`config.mk`:
```
export PLATFORM = sky130hd
export DESIGN_NAME = pei_top
export DESIGN_NICKNAME = d
export VERILOG_FILES = /design/src/rtl/pei_pkg.sv /design/src/rtl/pei_top.sv
export SDC_FILE = /design/constraint.sdc
export NUM_CORES = 1
export LEC_CHECK = 0
export ABC_CLOCK_PERIOD_IN_PS = 3620
export BUFFER_PORTS_ARGS = -buffer_cell sky130_fd_sc_hd__buf_2
export CORE_MARGIN = 2
export CORE_UTILIZATION = 45
export DETAILED_ROUTE_END_ITERATION = 10
export PLACE_DENSITY = 0.71
export SKIP_CTS_REPAIR_TIMING = 1
export SYNTH_ARGS = -nofsm -noshare
export SYNTH_HDL_FRONTEND = slang
export SYNTH_SLANG_ARGS = --single-unit
```
`constraint.sdc`:
```
create_clock -name clk_sys_in -period 3.62 [get_ports clk_sys_in]
set_clock_uncertainty 0.05 [all_clocks]
set_input_delay 0.724 -clock clk_sys_in [delete_from_list [all_inputs] [get_ports clk_sys_in]]
set_output_delay 0.724 -clock clk_sys_in [all_outputs]
set_load 0.05 [all_outputs]
```
`src/rtl/pei_pkg.sv`:
```
// Purpose: shared constants and types of the proximity event interrupt logic
// Assumes: 32-bit AXI4-Lite register access, one word per register
// Notes: all offsets are byte addresses
package pei_pkg;

  // ****************************************
  // bus geometry and responses
  // ****************************************
  localparam int ADDR_W = 8;
  localparam int DATA_W = 32;
  localparam int NUM_CH = 2;
  localparam logic [1:0] RESP_OKAY = 2'h0;
  localparam logic [1:0] RESP_SLVERR = 2'h2;

  // ****************************************
  // register map
  // ****************************************
  localparam logic [ADDR_W-1:0] OFS_IRQ_CONFIG = 8'h00;
  localparam logic [ADDR_W-1:0] OFS_EVENT_MASK = 8'h04;
  localparam logic [ADDR_W-1:0] OFS_MODE_A = 8'h08;
  localparam logic [ADDR_W-1:0] OFS_MODE_B = 8'h0c;
  localparam logic [ADDR_W-1:0] OFS_EVENT_FLAGS = 8'h10;
  localparam logic [ADDR_W-1:0] OFS_FLAG_CLEAR = 8'h14;
  localparam logic [ADDR_W-1:0] OFS_PROX1_LIMIT = 8'h18;
  localparam logic [ADDR_W-1:0] OFS_PROX2_LIMIT = 8'h1c;
  localparam logic [ADDR_W-1:0] OFS_HYSTERESIS = 8'h20;
  localparam logic [ADDR_W-1:0] OFS_PERSISTENCE = 8'h24;

  // ****************************************
  // field positions and reset values
  // ****************************************
  localparam int PIN_OE_BIT = 0;
  localparam int CLR_MODE_BIT = 1;
  localparam int PROX1_MASK_POS = 2;
  localparam int PROX1_MODE_LSB = 4;
  localparam int MODE_W = 2;
  localparam logic [7:0] RST_BYTE = 8'h00;
  localparam logic [7:0] FLAG_IMPL = 8'h0c;

  // ****************************************
  // types
  // ****************************************
  typedef enum logic [1:0] {
    PEI_MODE_EVERY = 2'b00,
    PEI_MODE_CROSS = 2'b01,
    PEI_MODE_NONE = 2'b10,
    PEI_MODE_ABOVE = 2'b11
  } pei_mode_e;

  typedef struct packed {
    logic valid;
    logic [7:0] code;
  } pei_sample_s;

endpackage : pei_pkg

```
`src/rtl/pei_top.sv`:
```
// Purpose: event flags, masking and interrupt pin of the proximity channels
// Assumes: sequencer delivers one-cycle sample strobes with 8-bit compressed codes
// Notes: register access over AXI4-Lite, 32-bit data, byte lane 0 only
//
// Notes on behaviour
// - interrupt pin drives only while pin-enable bit 0 of irq config is set
// - pin asserts when any bit of mask AND flags is one
// - writing one clears that flag bit, writing zero leaves it
// - prox1 mask bit 2, mode bits 5:4; mode 00 flags every sample
// - prox1 mode 01 flags each threshold crossing
// - prox1 mode 11 flags each sample above threshold
// - prox1 mask clear never sets its flag
// - prox2 mask bit 3, mode bits 7:6; mode 00 flags every sample
// - prox2 mode 01 flags each threshold crossing
// - prox2 mode 11 flags each sample above threshold
// - threshold compare uses shared hysteresis and persistence, 8-bit codes
`timescale 1ns/1ps
module pei_top
  import pei_pkg::*;
(
  input wire logic clk_sys_in,
  input wire logic nrst_in,
  input wire logic s_axi_awvalid_in,
  output logic s_axi_awready_out,
  input wire logic [ADDR_W-1:0] s_axi_awaddr_in,
  input wire logic [2:0] s_axi_awprot_in,
  input wire logic s_axi_wvalid_in,
  output logic s_axi_wready_out,
  input wire logic [DATA_W-1:0] s_axi_wdata_in,
  input wire logic [3:0] s_axi_wstrb_in,
  output logic s_axi_bvalid_out,
  input wire logic s_axi_bready_in,
  output logic [1:0] s_axi_bresp_out,
  input wire logic s_axi_arvalid_in,
  output logic s_axi_arready_out,
  input wire logic [ADDR_W-1:0] s_axi_araddr_in,
  input wire logic [2:0] s_axi_arprot_in,
  output logic s_axi_rvalid_out,
  input wire logic s_axi_rready_in,
  output logic [DATA_W-1:0] s_axi_rdata_out,
  output logic [1:0] s_axi_rresp_out,
  input wire pei_sample_s prox1_sample_in,
  input wire pei_sample_s prox2_sample_in,
  output logic [NUM_CH-1:0] prox_above_out,
  output logic irq_out
);

  // ****************************************
  // registers
  // ****************************************
  logic [7:0] irq_config;
  logic [7:0] event_mask;
  logic [7:0] event_mode_reg_a;
  logic [7:0] event_mode_reg_b;
  logic [7:0] event_flags;
  logic [7:0] prox1_limit;
  logic [7:0] prox2_limit;
  logic [7:0] prox_hysteresis;
  logic [7:0] prox_persistence;

  logic aw_held;
  logic [ADDR_W-1:0] aw_addr;
  logic w_held;
  logic [7:0] w_byte;
  logic w_lane0;
  logic wr_fire;
  logic wr_hit;
  logic clr_hit;
  logic [7:0] clr_vec;
  logic [7:0] set_vec;
  logic [7:0] next_flags;
  logic ar_fire;
  logic rd_hit;
  logic [7:0] rd_byte;
  logic [NUM_CH-1:0] above;
  pei_sample_s smp [NUM_CH];
  logic [7:0] limit [NUM_CH];

  assign smp[0] = prox1_sample_in;
  assign smp[1] = prox2_sample_in;
  assign limit[0] = prox1_limit;
  assign limit[1] = prox2_limit;
  assign prox_above_out = above;

  // ****************************************
  // write channels
  // ****************************************
  // address and data are parked separately so either may arrive first
  assign s_axi_awready_out = !aw_held;
  assign s_axi_wready_out = !w_held;
  assign wr_fire = aw_held && w_held && !s_axi_bvalid_out;

  always_ff @(posedge clk_sys_in or negedge nrst_in) begin
    if (!nrst_in) begin
      aw_held <= 1'b0;
      aw_addr <= '0;
    end else if (s_axi_awvalid_in && !aw_held) begin
      aw_held <= 1'b1;
      aw_addr <= s_axi_awaddr_in;
    end else if (wr_fire) begin
      aw_held <= 1'b0;
    end
  end

  always_ff @(posedge clk_sys_in or negedge nrst_in) begin
    if (!nrst_in) begin
      w_held <= 1'b0;
      w_byte <= RST_BYTE;
      w_lane0 <= 1'b0;
    end else if (s_axi_wvalid_in && !w_held) begin
      w_held <= 1'b1;
      w_byte <= s_axi_wdata_in[7:0];
      w_lane0 <= s_axi_wstrb_in[0];
    end else if (wr_fire) begin
      w_held <= 1'b0;
    end
  end

  always_comb begin
    unique case (aw_addr)
      OFS_IRQ_CONFIG, OFS_EVENT_MASK, OFS_MODE_A, OFS_MODE_B, OFS_EVENT_FLAGS,
      OFS_FLAG_CLEAR, OFS_PROX1_LIMIT, OFS_PROX2_LIMIT, OFS_HYSTERESIS,
      OFS_PERSISTENCE: wr_hit = 1'b1;
      default: wr_hit = 1'b0;
    endcase
  end

  always_ff @(posedge clk_sys_in or negedge nrst_in) begin
    if (!nrst_in) begin
      s_axi_bvalid_out <= 1'b0;
      s_axi_bresp_out <= RESP_OKAY;
    end else if (wr_fire) begin
      s_axi_bvalid_out <= 1'b1;
      s_axi_bresp_out <= wr_hit ? RESP_OKAY : RESP_SLVERR;
    end else if (s_axi_bready_in) begin
      s_axi_bvalid_out <= 1'b0;
    end
  end

  always_ff @(posedge clk_sys_in or negedge nrst_in) begin
    if (!nrst_in) begin
      irq_config <= RST_BYTE;
      event_mask <= RST_BYTE;
      event_mode_reg_a <= RST_BYTE;
      event_mode_reg_b <= RST_BYTE;
      prox1_limit <= RST_BYTE;
      prox2_limit <= RST_BYTE;
      prox_hysteresis <= RST_BYTE;
      prox_persistence <= RST_BYTE;
    end else if (wr_fire && w_lane0) begin
      unique case (aw_addr)
        OFS_IRQ_CONFIG: irq_config <= w_byte;
        OFS_EVENT_MASK: event_mask <= w_byte;
        OFS_MODE_A: event_mode_reg_a <= w_byte;
        OFS_MODE_B: event_mode_reg_b <= w_byte;
        OFS_PROX1_LIMIT: prox1_limit <= w_byte;
        OFS_PROX2_LIMIT: prox2_limit <= w_byte;
        OFS_HYSTERESIS: prox_hysteresis <= w_byte;
        OFS_PERSISTENCE: prox_persistence <= w_byte;
        default: ;
      endcase
    end
  end

  // ****************************************
  // read channel
  // ****************************************
  assign s_axi_arready_out = !s_axi_rvalid_out;
  assign ar_fire = s_axi_arvalid_in && s_axi_arready_out;

  always_comb begin
    rd_hit = 1'b1;
    unique case (s_axi_araddr_in)
      OFS_IRQ_CONFIG: rd_byte = irq_config;
      OFS_EVENT_MASK: rd_byte = event_mask;
      OFS_MODE_A: rd_byte = event_mode_reg_a;
      OFS_MODE_B: rd_byte = event_mode_reg_b;
      OFS_EVENT_FLAGS: rd_byte = event_flags;
      OFS_FLAG_CLEAR: rd_byte = RST_BYTE;
      OFS_PROX1_LIMIT: rd_byte = prox1_limit;
      OFS_PROX2_LIMIT: rd_byte = prox2_limit;
      OFS_HYSTERESIS: rd_byte = prox_hysteresis;
      OFS_PERSISTENCE: rd_byte = prox_persistence;
      default: begin
        rd_byte = RST_BYTE;
        rd_hit = 1'b0;
      end
    endcase
  end

  always_ff @(posedge clk_sys_in or negedge nrst_in) begin
    if (!nrst_in) begin
      s_axi_rvalid_out <= 1'b0;
      s_axi_rdata_out <= '0;
      s_axi_rresp_out <= RESP_OKAY;
    end else if (ar_fire) begin
      s_axi_rvalid_out <= 1'b1;
      s_axi_rdata_out <= {24'h000000, rd_byte};
      s_axi_rresp_out <= rd_hit ? RESP_OKAY : RESP_SLVERR;
    end else if (s_axi_rready_in) begin
      s_axi_rvalid_out <= 1'b0;
    end
  end

  // ****************************************
  // per-channel threshold and event logic
  // ****************************************
  assign set_vec[PROX1_MASK_POS-1:0] = '0;
  assign set_vec[7:PROX1_MASK_POS+NUM_CH] = '0;

  for (genvar ch = 0; ch < NUM_CH; ch++) begin : g_ch
    logic [8:0] up_sum;
    logic [7:0] up_lim;
    logic [7:0] dn_lim;
    logic wants_flip;
    logic flip;
    logic mask_bit;
    logic [7:0] run;
    pei_mode_e mode;
    logic ev;

    assign mask_bit = event_mask[PROX1_MASK_POS+ch];
    assign mode = pei_mode_e'(event_mode_reg_a[PROX1_MODE_LSB+MODE_W*ch +: MODE_W]);
    // band edges saturate so a large hysteresis cannot wrap around the code range
    assign up_sum = {1'b0, limit[ch]} + {1'b0, prox_hysteresis};
    assign up_lim = up_sum[8] ? 8'hff : up_sum[7:0];
    assign dn_lim = (limit[ch] > prox_hysteresis) ? limit[ch] - prox_hysteresis : 8'h00;
    assign wants_flip = above[ch] ? (smp[ch].code <= dn_lim) : (smp[ch].code > up_lim);
    // side changes only after persistence earlier samples agreed
    assign flip = smp[ch].valid && wants_flip && (run >= prox_persistence);

    always_ff @(posedge clk_sys_in or negedge nrst_in) begin
      if (!nrst_in) begin
        run <= 8'h00;
      end else if (smp[ch].valid) begin
        if (wants_flip && !flip && run != 8'hff) begin
          run <= run + 8'h01;
        end else if (!wants_flip || flip) begin
          run <= 8'h00;
        end
      end
    end

    always_ff @(posedge clk_sys_in or negedge nrst_in) begin
      if (!nrst_in) begin
        above[ch] <= 1'b0;
      end else if (flip) begin
        above[ch] <= !above[ch];
      end
    end

    always_comb begin
      ev = 1'b0;
      if (smp[ch].valid && mask_bit) begin
        unique case (mode)
          PEI_MODE_EVERY: ev = 1'b1;
          PEI_MODE_CROSS: ev = flip;
          PEI_MODE_ABOVE: ev = above[ch] ^ flip;
          PEI_MODE_NONE: ev = 1'b0;
        endcase
      end
    end
    assign set_vec[PROX1_MASK_POS+ch] = ev;

    every_sample_a: assert property (@(posedge clk_sys_in) disable iff (!nrst_in)
      smp[ch].valid && mask_bit && mode == PEI_MODE_EVERY |=> event_flags[PROX1_MASK_POS+ch])
      else $error("flag missing after sample in every-sample mode");
    masked_never_a: assert property (@(posedge clk_sys_in) disable iff (!nrst_in)
      $rose(event_flags[PROX1_MASK_POS+ch]) |-> $past(mask_bit) && $past(smp[ch].valid))
      else $error("flag set while channel masked or without sample");
    cross_only_a: assert property (@(posedge clk_sys_in) disable iff (!nrst_in)
      $rose(event_flags[PROX1_MASK_POS+ch]) && $past(mode) == PEI_MODE_CROSS
      |-> $past(above[ch]) != above[ch])
      else $error("crossing flag set without a side change");
    above_mode_a: assert property (@(posedge clk_sys_in) disable iff (!nrst_in)
      smp[ch].valid && mask_bit && mode == PEI_MODE_ABOVE && above[ch]
      && smp[ch].code > dn_lim |=> event_flags[PROX1_MASK_POS+ch])
      else $error("above-threshold sample did not set flag");
    mode_ten_a: assert property (@(posedge clk_sys_in) disable iff (!nrst_in)
      mode == PEI_MODE_NONE && !event_flags[PROX1_MASK_POS+ch]
      |=> !event_flags[PROX1_MASK_POS+ch])
      else $error("mode 10 produced a flag");
    side_hold_a: assert property (@(posedge clk_sys_in) disable iff (!nrst_in)
      !smp[ch].valid |=> $stable(above[ch]))
      else $error("threshold side changed without a sample");
  end

  // ****************************************
  // sticky flags and interrupt pin
  // ****************************************
  // clear and status offsets both clear by writing ones
  assign clr_hit = wr_fire && w_lane0 && (aw_addr == OFS_EVENT_FLAGS || aw_addr == OFS_FLAG_CLEAR);
  assign clr_vec = clr_hit ? w_byte : 8'h00;
  // a new event in the clearing cycle survives the clear
  assign next_flags = ((event_flags & ~clr_vec) | set_vec) & FLAG_IMPL;

  always_ff @(posedge clk_sys_in or negedge nrst_in) begin
    if (!nrst_in) begin
      event_flags <= RST_BYTE;
    end else begin
      event_flags <= next_flags;
    end
  end

  assign irq_out = irq_config[PIN_OE_BIT] && |(event_mask & event_flags);

  pin_gate_a: assert property (@(posedge clk_sys_in) disable iff (!nrst_in)
    !irq_config[PIN_OE_BIT] |-> !irq_out)
    else $error("interrupt pin active while pin disabled");
  pin_and_a: assert property (@(posedge clk_sys_in) disable iff (!nrst_in)
    irq_config[PIN_OE_BIT] && (event_mask[3:2] & event_flags[3:2]) != 2'b00 |-> irq_out)
    else $error("enabled pending flag did not raise the pin");
  clear_one_a: assert property (@(posedge clk_sys_in) disable iff (!nrst_in)
    clr_hit && w_byte[2] && !set_vec[2] |=> !event_flags[2])
    else $error("writing one did not clear the flag");
  flag_sticky_a: assert property (@(posedge clk_sys_in) disable iff (!nrst_in)
    event_flags[3] && !(clr_hit && w_byte[3]) |=> event_flags[3])
    else $error("flag dropped without a clearing write");
  write_resp_a: assert property (@(posedge clk_sys_in) disable iff (!nrst_in)
    wr_fire |=> s_axi_bvalid_out && !aw_held && !w_held)
    else $error("write not answered one cycle after both parts held");

endmodule : pei_top

```
==> results of run 1 <==
[metrics by stage]
| step | power, W | utilization (%) | worst slack [ps] | TNS [ps] | area, sq um |
|---|---|---|---|---|---|
| CTS | 0.00631 | 55.3 | -411 | -6150 | 9570 |
| global placement | 0.00436 | 51.6 | -301 | -4450 | 8920 |
| finish | 0.00670 | 58.3 | -271 | -3260 | 10100 |
| detailed placement | 0.00442 | 51.6 | -373 | -5710 | 8920 |
| global route | 0.00707 | 58.3 | -404 | -6320 | 10100 |
| floorplan | 0.00353 | - | -85.7 | -85.7 | 8090 |
[routing by layer]
metal	GRT usage [%]	share of wire, %
met5	0	0
met4	5.10	1.5
met3	4.78	5.4
met2	34.9	47
met1	30.2	46
[cells in the mapped netlist (all sizes together), types with 15 or more instances]
| cell type | n |
|---|---|
| dfrtp | 115 |
| mux2 | 84 |
| ha | 82 |
| nor2 | 62 |
| nand2 | 56 |
| inv | 50 |
| a21oi | 43 |
| o21ai | 37 |
| buf | 32 |
| mux2i | 21 |
| nand3 | 20 |
| nor3 | 19 |
| nand4 | 18 |
| clkbuf | 16 |
| nand2b | 15 |
[power breakdown]
part	switching [W]	internal [W]	total [W]
logic	0.00151	0.00137	0.00288
clock network	0.000612	0.00124	0.00185
registers	0.000409	0.00155	0.00196
total	0.00253	0.00416	0.00670
[worst min path at each step]
stage	startpoint	endpoint	slack, ps	cells past startpoint
after floorplan	nrst_in	aw_addr[0]	380	0
after global placement	s_axi_rdata_out[5]	s_axi_rdata_out[5]	410	2
after detailed placement	s_axi_rdata_out[3]	s_axi_rdata_out[3]	420	2
after CTS	nrst_in	g_ch[0].run[7]	310	1
after global routing	nrst_in	g_ch[0].run[7]	340	1
final	nrst_in	g_ch[0].run[7]	270	1
[layout make-up]
| cell class | instances | share of cell area [%] |
|---|---|---|
| timing repair buffer | 146 | 9.54 |
| sequential | 115 | 28.5 |
| inverter | 50 | 1.86 |
| tap | 225 | 2.79 |
| clock inverter | 12 | 2.00 |
| clock buffer | 20 | 4.43 |
| multi-input combinational | 625 | 50.8 |
[cells by family (layout without fill, tap and decap cells)]
logic type	count (synthesis)	count (layout)	share of synthesized area, %
simple gates	231	231	14.7
compound gates	156	156	12.6
flops	115	115	36.1
mux	105	105	14.5
buf+inv	98	228	5.99
fa+ha+maj	86	86	13.9
xor+xnor	21	21	2.30
other cells	1	26	0.0470
[flip-flops by register name, summed over array words and instances, names as in the netlist, 2 cells and up]
register          count
event_mode_reg_a      8
prox_hysteresis       8
event_mode_reg_b      8
irq_config            8
event_mask            8
aw_addr               8
event_flags           2
prox2_limit           8
s_axi_rdata_out       8
w_byte                8
g_ch.run             16
prox_above_out        2
prox_persistence      8
prox1_limit           8
==> key figures, run 1 <==
Outcome
  • Status: complete, but fails checks
  • Failing checks: negative setup slack

Power and ir drop
  • Power per Cell Area: around 660 nW/um^2
  • Peak VDD IR: ~0.66 mV
  • Lkg Pwr: around 4.7 nW

Timing
  • Hold Fails Final Rpt: 0
  • Final worst path period share: 107%
  • Slew @ Worst Pin: between 1000 and 1500 ps
  • Final Max Slew Viols: 0
  • PnR worst setup slack: -271 ps
  • Fin Hold WS: 274 ps
  • Setup violators final: 20
  • RSZ-0062 raised after global routing: yes
  • Max Freq: between 200 and 300 MHz
  • Final min period: a little under 4000 ps
  • Slew HR: between 10% and 20%

Global route
  • Total GRT Usage: 21.8%
  • Grt ovf: 0
  • Number of global-route vias before repair: about 6200
  • Largest net degree at the start of global routing: 53
  • Initial antenna violation count: 0
  • Global-route wire length before repair: about 31000 um

Synth
  • Synthesized area: ~8000 sq um
  • Top cell type by total area after synthesis: dfrtp_1
  • Netlist cell types: between 60 and 70
  • Synth top area cells: dfrtp_1 (36%), ha_1 (13%), mux2_2 (12%)
  • Post-synth top area share: a little over a third
  • Fraction of registers with async set/reset: 100%
  • Seq cells post-synth: between 100 and 150
  • Syn Area/Cell: about 9.8 sq um
  • Top FF cell, synth: dfrtp_1
  • Seq/Total Area, Yosys: between 30% and 40%
  • Syn Inst Count: between 800 and 900
  • Synth warn: 0
  • EDFF count, synth: 0

CTS
  • CTS clk-pin slew, worst paths: approximately 60 ps
  • Clock Sinks: around 120
  • Skew-Pair Late Insertion Delay: roughly 420 ps
  • Total CTS buffers: 17
  • Root Driver: clkbuf_16
  • H-tree Lvls: 4
  • Clk buf depth: 2
  • CTS tree: built

Floorplan
  • Initial Utilization: between 40% and 50%
  • Die Width: 137 um
  • Core area: around 17000 sq um
  • IO Pins: approximately 130
  • Die Ht: 137 um
  • Row cnt: 48
  • Die area: ~19000 sq um

Worst setup path
  • Maximum fanout along the worst path: 5
  • Setup crit end kind: flip-flop
  • Setup CP Type: reg2reg
  • Setup crit start: prox_hysteresis[0]
  • Slowest-stage cell, CP: or4_1
  • R2r startpoint: prox_hysteresis[0]
  • Required time worst endpoint: 3870 ps
  • CP startpoint kind: flip-flop
  • R2R Setup Slk: -270 ps
  • Crit path max-delay family: compound AO/OA/AOI/OAI gates
  • CP endpoint: g_ch[1].run[0]
  • Worst EP arrival: between 4000 and 5000 ps
  • R2R Path End: g_ch[1].run[0]
  • Reg2reg path depth: 19
  • WP depth: 19
  • Crit-path cells: buf_6 > ha_4 > fa_2 > nand2b_4 > a21oi_4 > o21bai_2 > a21oi_2 > nor2_2 > o31ai_4 > buf_6 > a21oi_2 > ha_1 > nand3_2 > or4_1 > o211ai_1 > buf_4 > nand2b_4 > o21ai_2 > mux2_2
  • WP buf/inv: 3
  • Max incr delay on CP: around 470 ps

Detailed routing
  • Vias post-DR: around 6600
  • Wire per inst: around 17 um
  • Iter 0 DRT Violations: about 440
  • 1st-pass router iterations: 5
  • DRC errors left: 0
  • Post-DRT Antenna Nets: 0
  • DR vias/cell: around 5.5
  • Routed wire length: 20500 um

Finish
  • ANT cells: 0
  • Non-Filler Instances: approximately 1200
  • Commonest non-fill, non-tap cells in the layout: dfrtp_1 (114), mux2_2 (83), ha_1 (75)
  • Area occupied by multi-input gates: 5130 sq um
  • Commonest non-fill, non-tap cell in the layout: dfrtp_1
  • Storage element area: 2880 sq um
  • Fraction of layout cells with a size suffix above 1: around a third
  • Fillers: around 1500
  • Area growth from synthesis to layout: 26.4%
  • Final nets: 1124

Place
  • PortBufs: 67
  • RePlAce Congestion: 0.937
  • Detail Placement HPWL: about 15000 um
  • # placed instances: around 1100

Min path
  • Hold Path Class: in2async

Flow run
  • Max-cap violations: 0
(Power assumes the default switching activity.)
==> inputs of run 2 (changes only) <==
--- a/config.mk
+++ b/config.mk
@@ -11,4 +11,5 @@
 export CORE_UTILIZATION = 45
 export DETAILED_ROUTE_END_ITERATION = 10
+export GPL_ROUTABILITY_DRIVEN = 0
 export PLACE_DENSITY = 0.71
 export SKIP_CTS_REPAIR_TIMING = 1
==> constraint.sdc (replaced) <==
create_clock -name clk_sys_in -period 3.62 [get_ports clk_sys_in]
set_clock_uncertainty 0.05 [all_clocks]
set_input_delay 0.362 -clock clk_sys_in [delete_from_list [all_inputs] [get_ports clk_sys_in]]
set_output_delay 0.362 -clock clk_sys_in [all_outputs]
set_load 0.05 [all_outputs]
==> run 2 against run 1 <==
The flow still finishes with violations (negative setup slack). Worst setup slack worse by 1.1 ps. Register-to-register slack hardly changed. Critical path depth is 1 higher. Sequential cell count stayed put. Utilization is 1.2 points lower. Non-clock buffer count is 2 lower. Critical path type unchanged. Critical endpoint unchanged. Largest cell class unchanged.
==> key figures, run 2 (synthesis gave the netlist of run 1 again) <==
Finish
  • Final instance area: between 9000 and 10000 sq um
  • Largest register FFs: 16
  • Fillers: around 1500
  • Area growth from synthesis to layout: 23.8%
  • ANT cells: 0
  • Non-Filler Instances: approximately 1200
  • Largest Register: g_ch.run
  • Final nets: between 1000 and 1500
  • Commonest non-fill, non-tap cell in the layout: dfrtp_1
  • Commonest non-fill, non-tap cells in the layout: dfrtp_1 (113), mux2_2 (84), ha_1 (75)
  • Fraction of layout cells with a size suffix above 1: between 30% and 40%

Floorplan
  • Die area: 18800 sq um
  • Die Width: roughly 140 um
  • Initial Utilization: 46.2%
  • Row cnt: 48
  • Core area: ~17000 sq um
  • IO Pins: 127
  • Die Ht: ~140 um

CTS
  • Total CTS buffers: 17
  • Skew-Pair Late Insertion Delay: 420 ps
  • Clk buf depth: 2
  • H-tree Lvls: 4
  • Root Driver: clkbuf_16
  • CTS clk-pin slew, worst paths: approximately 60 ps
  • Clock Sinks: between 100 and 150
  • CTS tree: built

Timing
  • Slew HR: 21.4%
  • RSZ-0062 raised after global routing: yes
  • PnR worst setup slack: -272 ps
  • Max Freq: around 260 MHz
  • Final Max Slew Viols: 0
  • Slew @ Worst Pin: 1170 ps
  • Final worst path period share: 108%
  • Final min period: 3890 ps
  • Setup violators final: 20
  • Hold Fails Final Rpt: 0

Detailed routing
  • 1st-pass router iterations: 6
  • DR vias/cell: between 5 and 6
  • Post-DRT Antenna Nets: 0
  • Vias post-DR: around 6600
  • DRC errors left: 0
  • Wire per inst: 17.0 um
  • Iter 0 DRT Violations: between 400 and 500
  • Routed wire length: slightly above 20000 um

Global route
  • Initial antenna violation count: 0
  • Total GRT Usage: between 20% and 30%
  • Number of global-route vias before repair: 6321
  • Largest net degree at the start of global routing: 44
  • Grt ovf: 0
  • Global-route wire length before repair: 31900 um

Power and ir drop
  • Peak VDD IR: 0.482 mV
  • Power per Cell Area: ~660 nW/um^2
  • Lkg Pwr: approximately 4.7 nW

Worst setup path
  • Setup CP Type: reg2reg
  • Maximum fanout along the worst path: 5
  • CP startpoint kind: flip-flop
  • Worst EP arrival: ~4100 ps
  • Required time worst endpoint: 3860 ps
  • Setup crit end kind: flip-flop

Place
  • # placed instances: 1147
  • Area post-placement: 8900 sq um
  • Detail Placement HPWL: between 15000 and 20000 um
  • PortBufs: 67

Flow run
  • Max-cap violations: 0

Outcome
  • Status: complete, but fails checks
  • Failing checks: negative setup slack

Min path
  • Hold Path Class: in2reg
-- run 2: cell count changes in the layout (fill, tap and decap cells not counted), moves of 3 or more --
cell | previous run | this run
nor2_1 | 51 | 57
nor2_2 | 11 | 5
a21oi_1 | 29 | 34
a21oi_4 | 3 | 0
clkbuf_8 | 1 | 4
inv_6 | 3 | 0
nand2b_1 | 10 | 13
nand2b_4 | 5 | 2
-- run 2: final timing paths --
kind                                    start            endpoint  slack (ps)  cells after the start
setup reg to reg           prox_hysteresis[0]      g_ch[1].run[0]        -270                     20
setup / recovery           prox_hysteresis[0]      g_ch[1].run[0]        -270                     20
hold / removal                s_axi_rready_in    s_axi_rvalid_out          80                      2
min in group asynchronous             nrst_in      g_ch[0].run[1]         440                      2
max in group asynchronous             nrst_in  prox_hysteresis[1]        2150                      3
hold reg to reg            s_axi_rdata_out[5]  s_axi_rdata_out[5]         430                      2
-- run 2: stage by stage --
step                total power (W)  hold WS, ps  utilization (%)  setup TNS [ps]  setup WS (ps)
detailed placement          0.00446          345             51.5           -5080           -390
global placement            0.00439          339             51.5           -4260           -327
finish                      0.00654         77.7             57.1           -3770           -272
CTS                         0.00619        -93.4             55.0           -5320           -403
global route                0.00693         80.2             57.1           -7320           -473
floorplan                   0.00353         16.4                -           -85.7          -85.7
-- run 2: metal layers --
layer | vias up | track usage [%] | wire, um
met3 | 26 | 3.83 | 1070
li1 | 3148 | - | -
met5 | - | 0 | 0
met4 | 0 | 6.64 | 327
met2 | 205 | 34.6 | 9310
met1 | 3174 | 30.6 | 9530
-- run 2: final cells by class --
class / instances / area (sq um) / share of cell area, %
Clock inverter: 9 / 129 / 1.30
Tap cell: 225 / 282 / 2.85
Sequential cell: 115 / 2880 / 29.1
Multi-Input combinational cell: 625 / 4990 / 50.5
Clock buffer: 21 / 480 / 4.86
Inverter: 50 / 188 / 1.90
Timing Repair Buffer: 144 / 930 / 9.41
-- run 2: power breakdown --
group	internal (W)	switching (W)
logic	0.00137	0.00148
clock network	0.00114	0.000579
registers	0.00155	0.000407
total	0.00407	0.00247
-- run 2: critical path: stages, from the launching register on --
cell and delay (ps):
dfrtp_2 440, buf_4 150, buf_6 110, ha_4 150, fa_2 340, nor2b_1 130, o21a_1 160, o21ai_2 80
a21oi_2 180, nor3_2 70, buf_4 130, or3_1 310, ha_1 300, nand2b_1 60, a21oi_1 170, nor3_2 70
o211ai_1 190, buf_4 190, nand2b_4 160, o21ai_2 80, mux2_2 260
